File: config.mk
export PLATFORM = sky130hd
export DESIGN_NAME = dpm_config_top
export DESIGN_NICKNAME = d
export VERILOG_FILES = /design/src/include/dpm_pkg.sv /design/src/dpm_period_timer.sv /design/src/dpm_dscp_lookup.sv /design/src/dpm_config_top.sv
export SDC_FILE = /design/constraint.sdc
export NUM_CORES = 1
export LEC_CHECK = 0
export BUFFER_PORTS_ARGS = -buffer_cell sky130_fd_sc_hd__buf_2
export CAP_MARGIN = 40
export CORE_MARGIN = 10
export CORE_UTILIZATION = 30
export DETAILED_ROUTE_END_ITERATION = 10
export GPL_ROUTABILITY_DRIVEN = 0
export PLACE_DENSITY = 0.53
export SLEW_MARGIN = 20
export SYNTH_ARGS = -nofsm -noshare
export SYNTH_HDL_FRONTEND = slang
export SYNTH_SLANG_ARGS = --single-unit
File: constraint.sdc
create_clock -name i_clk -period 2.45 [get_ports i_clk]
set_clock_uncertainty 0.2 [all_clocks]
set_input_delay 0.1225 -clock i_clk [delete_from_list [all_inputs] [get_ports i_clk]]
set_output_delay 0.1225 -clock i_clk [all_outputs]
set_load 0.02 [all_outputs]
File: src/include/dpm_pkg.sv
// Constants shared by the codepoint priority map and rate configuration block.
package dpm_pkg;
   localparam int ADDR_W = 8;
   localparam int DATA_W = 8;
   localparam int PRIO_W = 2;
   localparam int CODE_W = 6;
   localparam int NPORT  = 4;
   localparam int SRC_W  = 2;

   // Register offsets.
   localparam logic [ADDR_W-1:0] OFS_GCTL = 8'h87;
   localparam logic [ADDR_W-1:0] OFS_MAP0 = 8'h90;
   localparam logic [ADDR_W-1:0] OFS_MAP1 = 8'h91;
   localparam logic [ADDR_W-1:0] OFS_MAP2 = 8'h92;
   localparam logic [ADDR_W-1:0] OFS_MAP3 = 8'h93;
   localparam logic [ADDR_W-1:0] OFS_MAP4 = 8'h94;
   localparam logic [ADDR_W-1:0] OFS_MAP5 = 8'h95;
   localparam int MAP_REGS = 6;
   localparam int MAP_IDX_W = 3;

   // Reset values of the control and map registers, and field layout of the global control register.
   localparam logic [DATA_W-1:0] GCTL_RST   = 8'h10;
   localparam logic [DATA_W-1:0] MAP_RST    = 8'h00;
   localparam logic [DATA_W-1:0] GCTL_WMASK = 8'h3c;
   localparam int GCTL_PER_LSB = 4;
   localparam int GCTL_QEGR    = 3;
   localparam int GCTL_TAGSEL  = 2;

   // Codepoint position inside the TOS or traffic class byte.
   localparam int TOS_CODE_LSB = 2;

   // Whole table: 64 codepoints of two bits; the upper part lives outside.
   localparam int TABLE_W = 128;
   localparam int UPPER_W = TABLE_W - MAP_REGS * DATA_W;

   // Measurement period codes and times.
   localparam logic [1:0] PER_16  = 2'h0;
   localparam logic [1:0] PER_64  = 2'h1;
   localparam int CLK_MHZ    = 200;
   localparam int PER_16_MS  = 16;
   localparam int PER_64_MS  = 64;
   localparam int PER_256_MS = 256;
   localparam int CYC_16  = PER_16_MS * 1000 * CLK_MHZ;
   localparam int CYC_64  = PER_64_MS * 1000 * CLK_MHZ;
   localparam int CYC_256 = PER_256_MS * 1000 * CLK_MHZ;
   localparam int TMR_W = 26;
endpackage

File: src/dpm_period_timer.sv
// Measurement period tick generator selected by a two-bit code.
`timescale 1ns/1ps
`default_nettype none
module dpm_period_timer #(
   parameter int W     = 26,
   parameter int CYC_A = 16,
   parameter int CYC_B = 64,
   parameter int CYC_C = 256
) (
   input  wire logic       i_clk,
   input  wire logic       i_reset,
   input  wire logic [1:0] i_sel,
   output logic            o_tick
);
   logic [W-1:0] cnt_r;
   logic [W-1:0] load;
   logic [1:0]   sel_r;
   logic         chg;

   assign load = (i_sel == 2'h0) ? W'(CYC_A - 1) :
                 (i_sel == 2'h1) ? W'(CYC_B - 1) : W'(CYC_C - 1);
   assign chg  = (i_sel != sel_r);

   // A new period code restarts the interval rather than finishing the old one.
   always_ff @(posedge i_clk) begin
      if (i_reset) begin
         cnt_r  <= W'(CYC_B - 1);
         sel_r  <= 2'h1;
         o_tick <= 1'b0;
      end else begin
         sel_r  <= i_sel;
         o_tick <= !chg && (cnt_r == '0);
         if (chg || cnt_r == '0) begin
            cnt_r <= load;
         end else begin
            cnt_r <= cnt_r - W'(1);
         end
      end
   end
endmodule // dpm_period_timer
`default_nettype wire

File: src/dpm_dscp_lookup.sv
// Codepoint to priority lookup for IP frames, one cycle of latency.
`timescale 1ns/1ps
`default_nettype none
module dpm_dscp_lookup
   import dpm_pkg::*;
(
   input  wire logic                 i_clk,
   input  wire logic                 i_reset,
   input  wire logic [TABLE_W-1:0]   i_table,
   input  wire logic                 i_valid,
   input  wire logic                 i_is_ip,
   input  wire logic [DATA_W-1:0]    i_tos,
   output logic                      o_valid,
   output logic [PRIO_W-1:0]         o_prio,
   output logic [NPORT-1:0]          o_qsel
);
   logic [CODE_W-1:0] code;
   logic [PRIO_W-1:0] prio;

   assign code = i_tos[DATA_W-1:TOS_CODE_LSB];
   assign prio = i_table[{code, 1'b0} +: PRIO_W];

   always_ff @(posedge i_clk) begin
      if (i_reset) begin
         o_valid <= 1'b0;
         o_prio  <= '0;
         o_qsel  <= '0;
      end else begin
         o_valid <= i_valid && i_is_ip;
         o_prio  <= prio;
         o_qsel  <= NPORT'(1) << prio;
      end
   end
endmodule // dpm_dscp_lookup
`default_nettype wire

File: src/dpm_config_top.sv
// Global rate and tag configuration plus the codepoint priority map.
//
// Added by the designer: the address-and-strobe port.
`timescale 1ns/1ps
`default_nettype none
module dpm_config_top #(
   parameter int P_CYC_16  = dpm_pkg::CYC_16,
   parameter int P_CYC_64  = dpm_pkg::CYC_64,
   parameter int P_CYC_256 = dpm_pkg::CYC_256
) (
   input  wire logic                              i_clk,
   input  wire logic                              i_reset,
   input  wire logic [dpm_pkg::ADDR_W-1:0]        i_addr,
   input  wire logic [dpm_pkg::DATA_W-1:0]        i_wdata,
   input  wire logic                              i_wr,
   input  wire logic                              i_rd,
   output logic      [dpm_pkg::DATA_W-1:0]        o_rd_data,
   output logic      [1:0]                        o_rate_period,
   output logic                                   o_period_tick,
   output logic                                   o_egress_per_queue,
   output logic                                   o_tag_per_source,
   input  wire logic                              i_tag_valid,
   input  wire logic [dpm_pkg::SRC_W-1:0]         i_src_port,
   input  wire logic [dpm_pkg::NPORT-1:0]         i_port_ctrl0_ins,
   input  wire logic [dpm_pkg::NPORT*4-1:0]       i_src_ins_map,
   output logic                                   o_tag_valid,
   output logic      [dpm_pkg::NPORT-1:0]         o_pvid_insert,
   input  wire logic [dpm_pkg::UPPER_W-1:0]       i_map_upper,
   input  wire logic                              i_frame_valid,
   input  wire logic                              i_frame_is_ip,
   input  wire logic [dpm_pkg::DATA_W-1:0]        i_frame_tos,
   output logic                                   o_prio_valid,
   output logic      [dpm_pkg::PRIO_W-1:0]        o_prio,
   output logic      [dpm_pkg::NPORT-1:0]         o_queue_sel
);
   import dpm_pkg::*;

   // ****************************************************************
   // Register decode
   // ****************************************************************

   logic [DATA_W-1:0]                gctl_r;
   logic [MAP_REGS-1:0][DATA_W-1:0]  map_r;
   logic [DATA_W-1:0]                rd_nxt;
   logic [MAP_IDX_W-1:0]             map_idx;
   logic                             hit_gctl;
   logic                             hit_map;
   logic [MAP_REGS-1:0]              wr_map;
   logic                             wr_gctl;
   logic [TABLE_W-1:0]               table_flat;

   assign hit_gctl = (i_addr == OFS_GCTL);
   assign hit_map  = (i_addr >= OFS_MAP0) && (i_addr <= OFS_MAP5);
   assign map_idx  = MAP_IDX_W'(i_addr - OFS_MAP0);
   assign wr_gctl  = i_wr && hit_gctl;

   genvar gi;
   generate
      for (gi = 0; gi < MAP_REGS; gi++) begin : g_map
         assign wr_map[gi] = i_wr && (i_addr == ADDR_W'(OFS_MAP0 + gi));
      end
   endgenerate

   // Reserved bits of the control register read as zero.
   assign rd_nxt = hit_gctl ? (gctl_r & GCTL_WMASK) :
                   hit_map  ? map_r[map_idx] : '0;

   // ****************************************************************
   // Register storage
   // ****************************************************************

   // Reserved bits are not writable.
   always_ff @(posedge i_clk) begin
      if (i_reset) begin
         gctl_r <= GCTL_RST;
      end else if (wr_gctl) begin
         gctl_r <= i_wdata & GCTL_WMASK;
      end
   end

   // Each map register holds four two-bit codepoint fields, lowest in 1:0.
   always_ff @(posedge i_clk) begin
      if (i_reset) begin
         map_r <= {MAP_REGS{MAP_RST}};
      end else begin
         for (int k = 0; k < MAP_REGS; k++) begin
            if (wr_map[k]) begin
               map_r[k] <= i_wdata;
            end
         end
      end
   end

   // Read data stand only in the cycle after the read strobe.
   always_ff @(posedge i_clk) begin
      if (i_reset) begin
         o_rd_data <= '0;
      end else begin
         o_rd_data <= i_rd ? rd_nxt : '0;
      end
   end

   // ****************************************************************
   // Rate limiting and tag selection settings
   // ****************************************************************

   assign o_rate_period      = gctl_r[GCTL_PER_LSB +: 2];
   assign o_egress_per_queue = gctl_r[GCTL_QEGR];
   assign o_tag_per_source   = gctl_r[GCTL_TAGSEL];

   dpm_period_timer #(
      .W     (TMR_W),
      .CYC_A (P_CYC_16),
      .CYC_B (P_CYC_64),
      .CYC_C (P_CYC_256)
   ) u_timer (
      .i_clk   (i_clk),
      .i_reset (i_reset),
      .i_sel   (o_rate_period),
      .o_tick  (o_period_tick)
   );

   // ****************************************************************
   // Port tag insertion decision
   // ****************************************************************

   logic [NPORT-1:0] ins_nxt;

   generate
      for (gi = 0; gi < NPORT; gi++) begin : g_ins
         assign ins_nxt[gi] = o_tag_per_source ? i_src_ins_map[gi*4 + int'(i_src_port)]
                                               : i_port_ctrl0_ins[gi];
      end
   endgenerate

   always_ff @(posedge i_clk) begin
      if (i_reset) begin
         o_tag_valid   <= 1'b0;
         o_pvid_insert <= '0;
      end else begin
         o_tag_valid   <= i_tag_valid;
         o_pvid_insert <= ins_nxt;
      end
   end

   // ****************************************************************
   // Codepoint classification
   // ****************************************************************

   assign table_flat = {i_map_upper, map_r};

   dpm_dscp_lookup u_lookup (
      .i_clk   (i_clk),
      .i_reset (i_reset),
      .i_table (table_flat),
      .i_valid (i_frame_valid),
      .i_is_ip (i_frame_is_ip),
      .i_tos   (i_frame_tos),
      .o_valid (o_prio_valid),
      .o_prio  (o_prio),
      .o_qsel  (o_queue_sel)
   );

   logic [TMR_W-1:0] gap_r;
   logic             gap_bad_r;
   logic [TMR_W-1:0] gap_exp;
   logic [1:0]       per_prev_r;

   assign gap_exp = (o_rate_period == PER_16) ? TMR_W'(P_CYC_16 - 1) :
                    (o_rate_period == PER_64) ? TMR_W'(P_CYC_64 - 1) : TMR_W'(P_CYC_256 - 1);

   // Cycles since the last tick; a period change spoils one interval.
   always_ff @(posedge i_clk) begin
      if (i_reset) begin
         gap_r      <= '0;
         gap_bad_r  <= 1'b1;
         per_prev_r <= PER_64;
      end else begin
         per_prev_r <= o_rate_period;
         gap_r      <= o_period_tick ? '0 : gap_r + TMR_W'(1);
         if (o_rate_period != per_prev_r) begin
            gap_bad_r <= 1'b1;
         end else if (o_period_tick) begin
            gap_bad_r <= 1'b0;
         end
      end
   end
endmodule // dpm_config_top
`default_nettype wire

==> flow_summary.ini, run 1 <==
[outcome]
outcome = finished, final reports clean

[setup_path]
rrSetupSlack_ns = 0.09
crit_type = reg -> reg
reg2reg_depth = 6
cp.arrival_ns = 2.39
r2r-end = u_timer.cnt_r[17]
crit_fanout = 4
cp.required_ns = 2.49
cp-start-kind = register
reg2reg_from = u_timer.cnt_r[12]
worst_setup_path_end_kind = register

[worst_hold_path]
min_path_type = in -> reg
min_to = u_lookup.o_valid
worstHoldPathCells = 2
worstHoldStart = i_reset

[routing]
avgRoutedWirePerCell_um = 17.58
routed_via_density = 5.031
vias = 4699
drt-initial-drc-count = 289
ant_nets = 0
drt-pass1-iter-count = 4
wl_mm = 16.42
drc = 0

[floorplan]
core_region_area_um2 = 17840
dieArea_um2 = 23780
die_h_um = 154.2
dieWidth_um = 154.2
fp-row-count = 49
initial_core_util_pct = 30.28
io_pins = 158

[logic_synthesis]
synth_commonest_cells = dfxtp_1, nor2_1, mux2i_1
ys_ff_latch = 101
syn_nets = 658
synthDominantCellAreaShare_pct = 37.42
ys_async_sr_fraction_pct = 0
synthMuxAreaShare_pct = 30.71
synth_top_family_by_area = multiplexers
syn_area_um2 = 5403
synth_edf_count = 0
ys_types = 54
synth_warnings = 0
synth_compound_area_share_pct = 7.179
yosysMostFrequentCell = dfxtp_1
yosys_most_used_dff = dfxtp_1
ys_seq_area_share_pct = 37.42
syn_inst = 524
post_synth.cell_area_avg_um2 = 10.31
synth_top_cell_by_area = dfxtp_1
synth_xor_area_share_pct = 3.891
synthTopCellsByArea = dfxtp_1, mux4_2, mux2i_1
yosys.area_share.simple_pct = 16.74
synth_fa_ha_area_share_pct = 0.2316

[clock_tree]
numCtsBuffers = 9
htree_levels = 3
cts_sinks = 101
cts_setup_buffers = 0
insertion_delay_ns = 0.35
clk_pin_slew_worst_paths_ns = 0.07
cts-root-buf = clkbuf_16
clockBufferDepth = 2
cts_tree = done

[timing]
fin_crit_sh_pct = 96.23
tightest_slew_ns = 0.6093
max_freq_ghz = 0.4242
hold_viol_final = 0
finalCriticalPeriod_ns = 2.358
finalMaxSlewViolations = 0
finalWorstSetupSlack_ns = 0.09246
slew_headroom_pct = 59.26
finalSetupViolations = 0

[global_routing]
antenna_found_initial = 1
grt_overflow = 0
grt_pass1_vias = 4930
grtUsageTotal_pct = 13.55
grt_max_degree = 57
grt_pass1_wl_mm = 26.18

[layout]
syn_to_final_growth_pct = 29.04
final_core_util_pct = 39.08
nets = 833
drive_above_1_share_pct = 35.65

[pwr]
p_leak_nw = 2.907
power_density_nw_per_um2 = 500.6
ir_worst_vdd_mv = 0.3334

[place]
place_ws_ns = 0.04543
io_buffers = 155
place_hpwl_mm = 12.90

[run]
maxCapViolCount = 0
==> layout make-up <==
class                           instances  area, um2
Fill cell                            1760      10870
Sequential cell                       101       2022
Multi-Input combinational cell        382       3197
Tap cell                              229      286.5
Antenna cell                            1      2.502
Timing Repair Buffer                  195       1139
Inverter                               10      37.54
Clock inverter                          5      35.03
Clock buffer                           11      252.7
==> worst max-delay path, stage by stage (launching register included) <==
cell and delay (ns):
dfxtp_1 0.33, or3_4 0.41, or3_1 0.33, or4_4 0.48, xor2_2 0.15, a21oi_1 0.07
or2_2 0.27
==> timing repair <==
item | CTS | global route
setup endpoints to repair | 0 | 9
gates resized for setup | 0 | 4
endpoints found under the hold margin | 57 | 0
hold buffers | 15 | 0
==> worst max-delay path by stage <==
| stage | from | end | slack (ns) | depth (start not counted) |
|---|---|---|---|---|
| 2_1_floorplan | u_timer.cnt_r[12] | u_timer.cnt_r[17] | 0.14 | 6 |
| 3_3_place_gp | u_timer.cnt_r[12] | u_timer.cnt_r[17] | 0.07 | 6 |
| 3_5_place_dp | u_timer.cnt_r[12] | u_timer.cnt_r[17] | 0.05 | 6 |
| 4_1_cts | u_timer.cnt_r[12] | u_timer.cnt_r[17] | 0.03 | 6 |
| 5_1_grt | u_timer.cnt_r[8] | u_timer.cnt_r[22] | -0.002 | 6 |
| 6_report | u_timer.cnt_r[12] | u_timer.cnt_r[17] | 0.09 | 6 |
==> registers in the layout, indices dropped and copies added, names as in the netlist <==
register	flops
map_r	48
u_timer.cnt_r	26
o_rd_data	8
gctl_r	4
o_pvid_insert	4
u_lookup.o_qsel	4
u_lookup.o_prio	2
u_timer.sel_r	2
o_tag_valid	1
u_lookup.o_valid	1
u_timer.o_tick	1
==> cell usage in the layout, fill, tap and decap left out, types with 3 or more instances in the layout <==
| cell | netlist | final |
|---|---|---|
| o21ai_0 | 9 | 9 |
| nor4_1 | 4 | 3 |
| a22oi_1 | 3 | 3 |
| nor2_1 | 74 | 74 |
| nor3_1 | 8 | 8 |
| mux2i_1 | 59 | 59 |
| or2_2 | 6 | 6 |
| nor2b_1 | 3 | 3 |
| and2_1 | 3 | 3 |
| o2bb2ai_1 | 4 | 4 |
| nor3b_1 | 5 | 5 |
| a31oi_1 | 3 | 3 |
| nand3_1 | 6 | 6 |
| a21oi_1 | 33 | 33 |
| buf_2 | 6 | 155 |
| mux4_1 | 8 | 8 |
| mux4_2 | 37 | 37 |
| dlygate4sd3_1 | 0 | 15 |
| dfxtp_1 | 101 | 101 |
| clkbuf_16 | 0 | 9 |
| nand2b_1 | 3 | 3 |
| nand2_1 | 51 | 51 |
| or3_1 | 10 | 9 |
| xor2_1 | 5 | 4 |
| inv_1 | 9 | 9 |
| buf_4 | 5 | 23 |
| xnor2_1 | 19 | 19 |
==> metal layers <==
metal | global-route usage (%) | up-vias | wire [um]
met1 | 16.49 | 2261 | 7035
met3 | 4.049 | 14 | 1381
met5 | 0 | - | 0
li1 | - | 2253 | -
met4 | 3.779 | 0 | 184
met2 | 22.68 | 171 | 7817
==> power breakdown <==
group          leakage (nW)  total, mW  internal (mW)  switching, mW
logic                  1.95      0.453          0.238          0.215
registers             0.817       1.67           1.66        0.00916
clock network         0.141       1.37          0.744          0.623
==> metrics by stage <==
stage / area, um2 / hold WS [ns] / std cells / setup TNS (ns) / total power [mW]
2_1_floorplan: 5403 / 0.03629 / 524 / 0 / 1.950
3_3_place_gp: 6509 / 0.1353 / 902 / 0 / 2.134
3_5_place_dp: 6509 / 0.1478 / 902 / 0 / 2.147
4_1_cts: 6947 / 0.01711 / 933 / 0 / 3.545
5_1_grt: 6972 / 0.02229 / 934 / -0.002061 / 3.659
6_report: 6972 / 0.008384 / 934 / 0 / 3.490
==> logic make-up after synthesis <==
logic type	Yosys count
XOR/XNOR	24
AND/OR/NAND/NOR	189
buffers and inverters	41
AO/OA/AOI/OAI	63
multiplexers	105
adder cells (fa/ha/maj)	1
flip-flops	101
(Power assumes the default switching activity.)
==> run 2: changes to the inputs <==
- PLACE_DENSITY: 0.53 -> 0.63
==> run 2 against run 1 <==
Non-clock buffer count is 3 lower. Global-route usage decreased by 0.14 points. Largest cell class unchanged. Sequential power barely moved. Critical endpoint unchanged.
==> flow_summary.ini, run 2 (synthesis gave the netlist of run 1 again) <==
[layout]
nets = 830
most-common-layout-cells = buf_2, dfxtp_1, nor2_1, mux2i_1, nand2_1
final_core_util_pct = 38.89
largestRegisters = map_r x48, u_timer.cnt_r x26, o_rd_data x8
largest_reg_flops = 48
final_common_cell = buf_2
syn_to_final_growth_pct = 28.42
drive_above_1_share_pct = 34.62
largest-register = map_r

[floorplan]
core_region_area_um2 = 17840
initial_core_util_pct = 30.28
io_pins = 158
fp-row-count = 49
dieArea_um2 = 23780
dieWidth_um = 154.2
die_h_um = 154.2

[global_routing]
antenna_found_initial = 3
grt_max_degree = 54
grt_pass1_wl_mm = 25.92
grt_pass1_vias = 4951
grt_overflow = 0
grtUsageTotal_pct = 13.41

[pwr]
p_int_mw = 2.628
netSwitchingPower_mw = 0.8117
p_leak_nw = 2.899
swShare_pct = 23.60
comb_power_share_pct = 12.8
seqPwrFrac_pct = 48.5
ir_worst_vdd_mv = 0.3575
power_density_nw_per_um2 = 495.8
clock_power_share_pct = 38.7

[routing]
drc = 0
routed_via_density = 5.009
vias = 4653
wl_mm = 15.88
drt-initial-drc-count = 353
avgRoutedWirePerCell_um = 17.10
drt-pass1-iter-count = 4
ant_nets = 0

[run]
maxCapViolCount = 0

[clock_tree]
clk_pin_slew_worst_paths_ns = 0.06
htree_levels = 3
cts_sinks = 101
insertion_delay_ns = 0.35
numCtsBuffers = 9
clockBufferDepth = 2
cts_tree = done
cts-root-buf = clkbuf_16

[worst_hold_path]
min_path_type = in -> reg

[setup_path]
cp_slowest_stage_delay_ns = 0.47
cp-start-kind = register
crit_type = reg -> reg
cp.required_ns = 2.48
crit_path_frequent_cell = or3_4
slowest_stage = or4_4
crit_family = simple AND/OR/NAND/NOR gates
worst_setup_path_end_kind = register
cp_num_buf_inv = 0
crit_fanout = 4
cp.arrival_ns = 2.41
path_cells = or3_4, or3_4, or4_4, xor2_1, a21oi_1, or2_2

[place]
io_buffers = 155
place_hpwl_mm = 12.40

[outcome]
outcome = finished, final reports clean

[timing]
tightest_slew_ns = 0.4826
slew_headroom_pct = 67.83
finalCriticalPeriod_ns = 2.373
tns_ns = 0
fin_hold_ws_ns = 0.01214
finalSetupViolations = 0
hold_viol_final = 0
fin_crit_sh_pct = 96.85
finalMaxSlewViolations = 0
max_freq_ghz = 0.4214
[run 2: cell types whose count changed in the layout (fill, tap and decap cells not counted), sizes merged]
cell    delta
clkbuf     +2
buf        -3
clkinv     -4
[run 2: power groups by stage]
stage                     combinational (mW)  clock [mW]  sequential, mW
after floorplan                        0.226           0            1.72
after global placement                 0.418           0            1.71
after detailed placement               0.426           0            1.71
after CTS                              0.445        1.38            1.67
after global routing                   0.481        1.44            1.67
final                                  0.439        1.33            1.67
[run 2: metal layers]
metal | up-vias | track usage [%] | part of all wire, %
met5 | - | 0 | 0.14
met4 | 4 | 5.083 | 1.7
met3 | 22 | 3.605 | 6.9
met2 | 152 | 22.51 | 48
met1 | 2219 | 16.00 | 43
li1 | 2256 | - | -
[run 2: per-stage QoR]
stage	setup slack, ns	area [um2]	total power, mW	cells
floorplan	0.1378	5403	1.950	524
global placement	0.05229	6499	2.125	899
detailed placement	0.04284	6499	2.133	899
CTS	0.06129	6917	3.493	928
global route	-0.0003562	6935	3.594	928
finish	0.07716	6938	3.440	929
[run 2: path summary, 6_finish.rpt]
kind	start	to	slack, ns	depth (start not counted)
hold / removal	i_reset	o_pvid_insert[1]	0.01	2
setup / recovery	u_timer.cnt_r[12]	u_timer.cnt_r[17]	0.08	6
setup reg to reg	u_timer.cnt_r[12]	u_timer.cnt_r[17]	0.08	6
hold reg to reg	u_timer.cnt_r[0]	u_timer.cnt_r[0]	0.21	1
[run 2: cell type report]
type,instances,area (um2)
Clock inverter,1,7.507
Timing Repair Buffer,192,1129
Clock buffer,13,260.3
Fill cell,1782,10900
Antenna cell,1,2.502
Sequential cell,101,2022
Multi-Input combinational cell,382,3193
Inverter,10,37.54
Tap cell,229,286.5
[run 2: repair_timing]
item                                    4_1_cts  5_1_grt
gates resized for setup                       0        3
endpoints found under the hold margin        57        0
hold buffers                                 15        0
endpoints found under the setup margin        0        5
buffers inserted                              0        0
==> run 3: changes to the inputs <==
- ABC_AREA: unset -> 1
==> run 3 against run 2 <==
Flip-flop and latch count did not move. Worst setup slack better by 0.35 ns. Power up 7.2%. Cell count rose by 36%. Global-route usage up 1.3 points. Maximum frequency up 17%. Utilization down 0.38 points. Synthesized area grew 5.0%. First-iteration DRC count rose by 34%. Critical path depth rose by 5. Via count increased by 32%. Clock power increased by 12%. Largest cell class unchanged. Largest power group unchanged.
==> flow_summary.ini, run 3 <==
[setup_path]
worst_setup_path_end_kind = register
cp-start-kind = register
crit_fanout = 6
cp.arrival_ns = 2.08
crit_type = reg -> reg
reg2reg_from = u_timer.cnt_r[0]
crit_start = u_timer.cnt_r[0]
cp.required_ns = 2.51

[place]
place_hpwl_mm = 14.04
dp.cells = 1228
io_buffers = 155

[worst_hold_path]
worstHoldStart = i_addr[5]
min_path_type = in -> reg

[global_routing]
grt_overflow = 0
grt_pass1_wl_mm = 29.35
grt_pass1_vias = 5761
grt_max_degree = 65
grtUsageTotal_pct = 14.67
antenna_found_initial = 0

[routing]
routed_via_density = 4.845
drc = 0
vias = 6129
drt-initial-drc-count = 472
drt-pass1-iter-count = 5
ant_nets = 0
avgRoutedWirePerCell_um = 14.53
wl_mm = 18.38

[logic_synthesis]
post_synth.cell_area_avg_um2 = 6.552
ys_ff_latch = 101
synthTopCellsByArea = dfxtp_1, nand2_1, nand3_1
syn_area_um2 = 5674
synth_edf_count = 0
synthDominantCellAreaShare_pct = 35.63
syn_inst = 866
synth_warnings = 0
ys_types = 40
synth_commonest_cells = nand2_1, nand3_1, dfxtp_1
ys_async_sr_fraction_pct = 0
syn_nets = 1000
yosysMostFrequentCell = nand2_1
ys_seq_area_share_pct = 35.63
yosys_most_used_dff = dfxtp_1
synth_top_cell_by_area = dfxtp_1

[layout]
seq_area_um2 = 2022
drive_above_1_share_pct = 20.27
most-common-layout-cells = nand2_1, buf_2, nand3_1, dfxtp_1, inv_1
instances_no_fill = 1265
largestRegisters = map_r x48, u_timer.cnt_r x26, o_rd_data x8
largest-register = map_r
n_fill_cell = 2030
multi_input_area_um2 = 3122
nets = 1161
n_antenna_cell = 0
final_common_cell = nand2_1
largest_reg_flops = 48
syn_to_final_growth_pct = 26.50

[clock_tree]
cts_resized = 0
clockBufferDepth = 2
numCtsBuffers = 9
cts_setup_buffers = 0
cts-root-buf = clkbuf_16
clk_pin_slew_worst_paths_ns = 0.08
cts_tree = done
cts_sinks = 101
insertion_delay_ns = 0.36
htree_levels = 3

[floorplan]
dieArea_um2 = 24820
core_region_area_um2 = 18640
io_pins = 158
dieWidth_um = 157.5
fp-row-count = 50
initial_core_util_pct = 30.44
die_h_um = 157.5

[timing]
rsz0062_at_grt = false
hold_viol_final = 0
fin_crit_sh_pct = 82.63
max_freq_ghz = 0.4940
finalSetupViolations = 0
finalMaxSlewViolations = 0
tightest_slew_ns = 0.6125
slew_headroom_pct = 59.12
fin_hold_ws_ns = 0.01364
finalCriticalPeriod_ns = 2.024
tns_ns = 0

[outcome]
outcome = finished, final reports clean

[run]
maxCapViolCount = 0

[pwr]
ir_worst_vdd_mv = 0.3363
power_density_nw_per_um2 = 513.7
total_power_mw = 3.688
p_leak_nw = 3.368
## run 3: metrics by stage
stage	worst slack, ns	cell area (um2)	utilization [%]
final	0.4256	7178	38.50
after global routing	0.2205	7178	38.50
after CTS	0.4022	7178	38.50
after detailed placement	0.4035	6656	35.70
after global placement	0.4426	6656	35.70
after floorplan	0.6547	5674	-
## run 3: logic make-up after synthesis
family | synth area share (%)
XOR/XNOR | 2.624
adder cells (fa/ha/maj) | 0.2205
flip-flops | 35.63
AND/OR/NAND/NOR | 34.66
multiplexers | 0.7057
AO/OA/AOI/OAI | 16.80
buffers and inverters | 9.350
## run 3: critical path: stages (launching register included)
cell and delay [ns]:
dfxtp_1 0.31, inv_1 0.07, ha_1 0.22, nand2_1 0.12
nor2_1 0.24, nand4_1 0.12, nand2_1 0.10, inv_2 0.08
nand2_1 0.18, o21ai_2 0.14, o21ai_0 0.10, inv_1 0.05
## run 3: where the power goes
| part | internal (mW) | switching [mW] | total (mW) |
|---|---|---|---|
| Combinational | 0.217 | 0.314 | 0.531 |
| Sequential | 1.66 | 0.00762 | 1.67 |
| Clock | 0.807 | 0.679 | 1.49 |
## run 3: worst paths after layout
| check | slack (ns) | cells past startpoint | end |
|---|---|---|---|
| setup reg to reg | 0.43 | 11 | u_timer.cnt_r[15] |
| setup / recovery | 0.43 | 11 | u_timer.cnt_r[15] |
| hold reg to reg | 0.19 | 1 | u_timer.cnt_r[0] |
| hold / removal | 0.01 | 5 | gctl_r[4] |
## run 3: what timing repair did
action	CTS	global route
endpoints found under the setup margin	0	0
hold buffers	22	0
hold endpoints to repair	65	0
## run 3: final cells by class
cell class / count / share of cell area [%]
well taps: 234 / 4.079
multi-input cells: 639 / 43.49
inverters: 83 / 4.340
flip-flops and latches: 101 / 28.17
clock buffers: 9 / 3.138
repair buffers: 193 / 15.72
clock inverters: 6 / 1.063
## run 3: routing by layer
metal,vias to the layer above,share of wire [%],track usage [%]
li1,3186,-,-
met4,0,1.3,3.428
met1,2819,43,17.49
met5,-,0,0
met3,18,3.2,2.729
met2,106,53,26.45
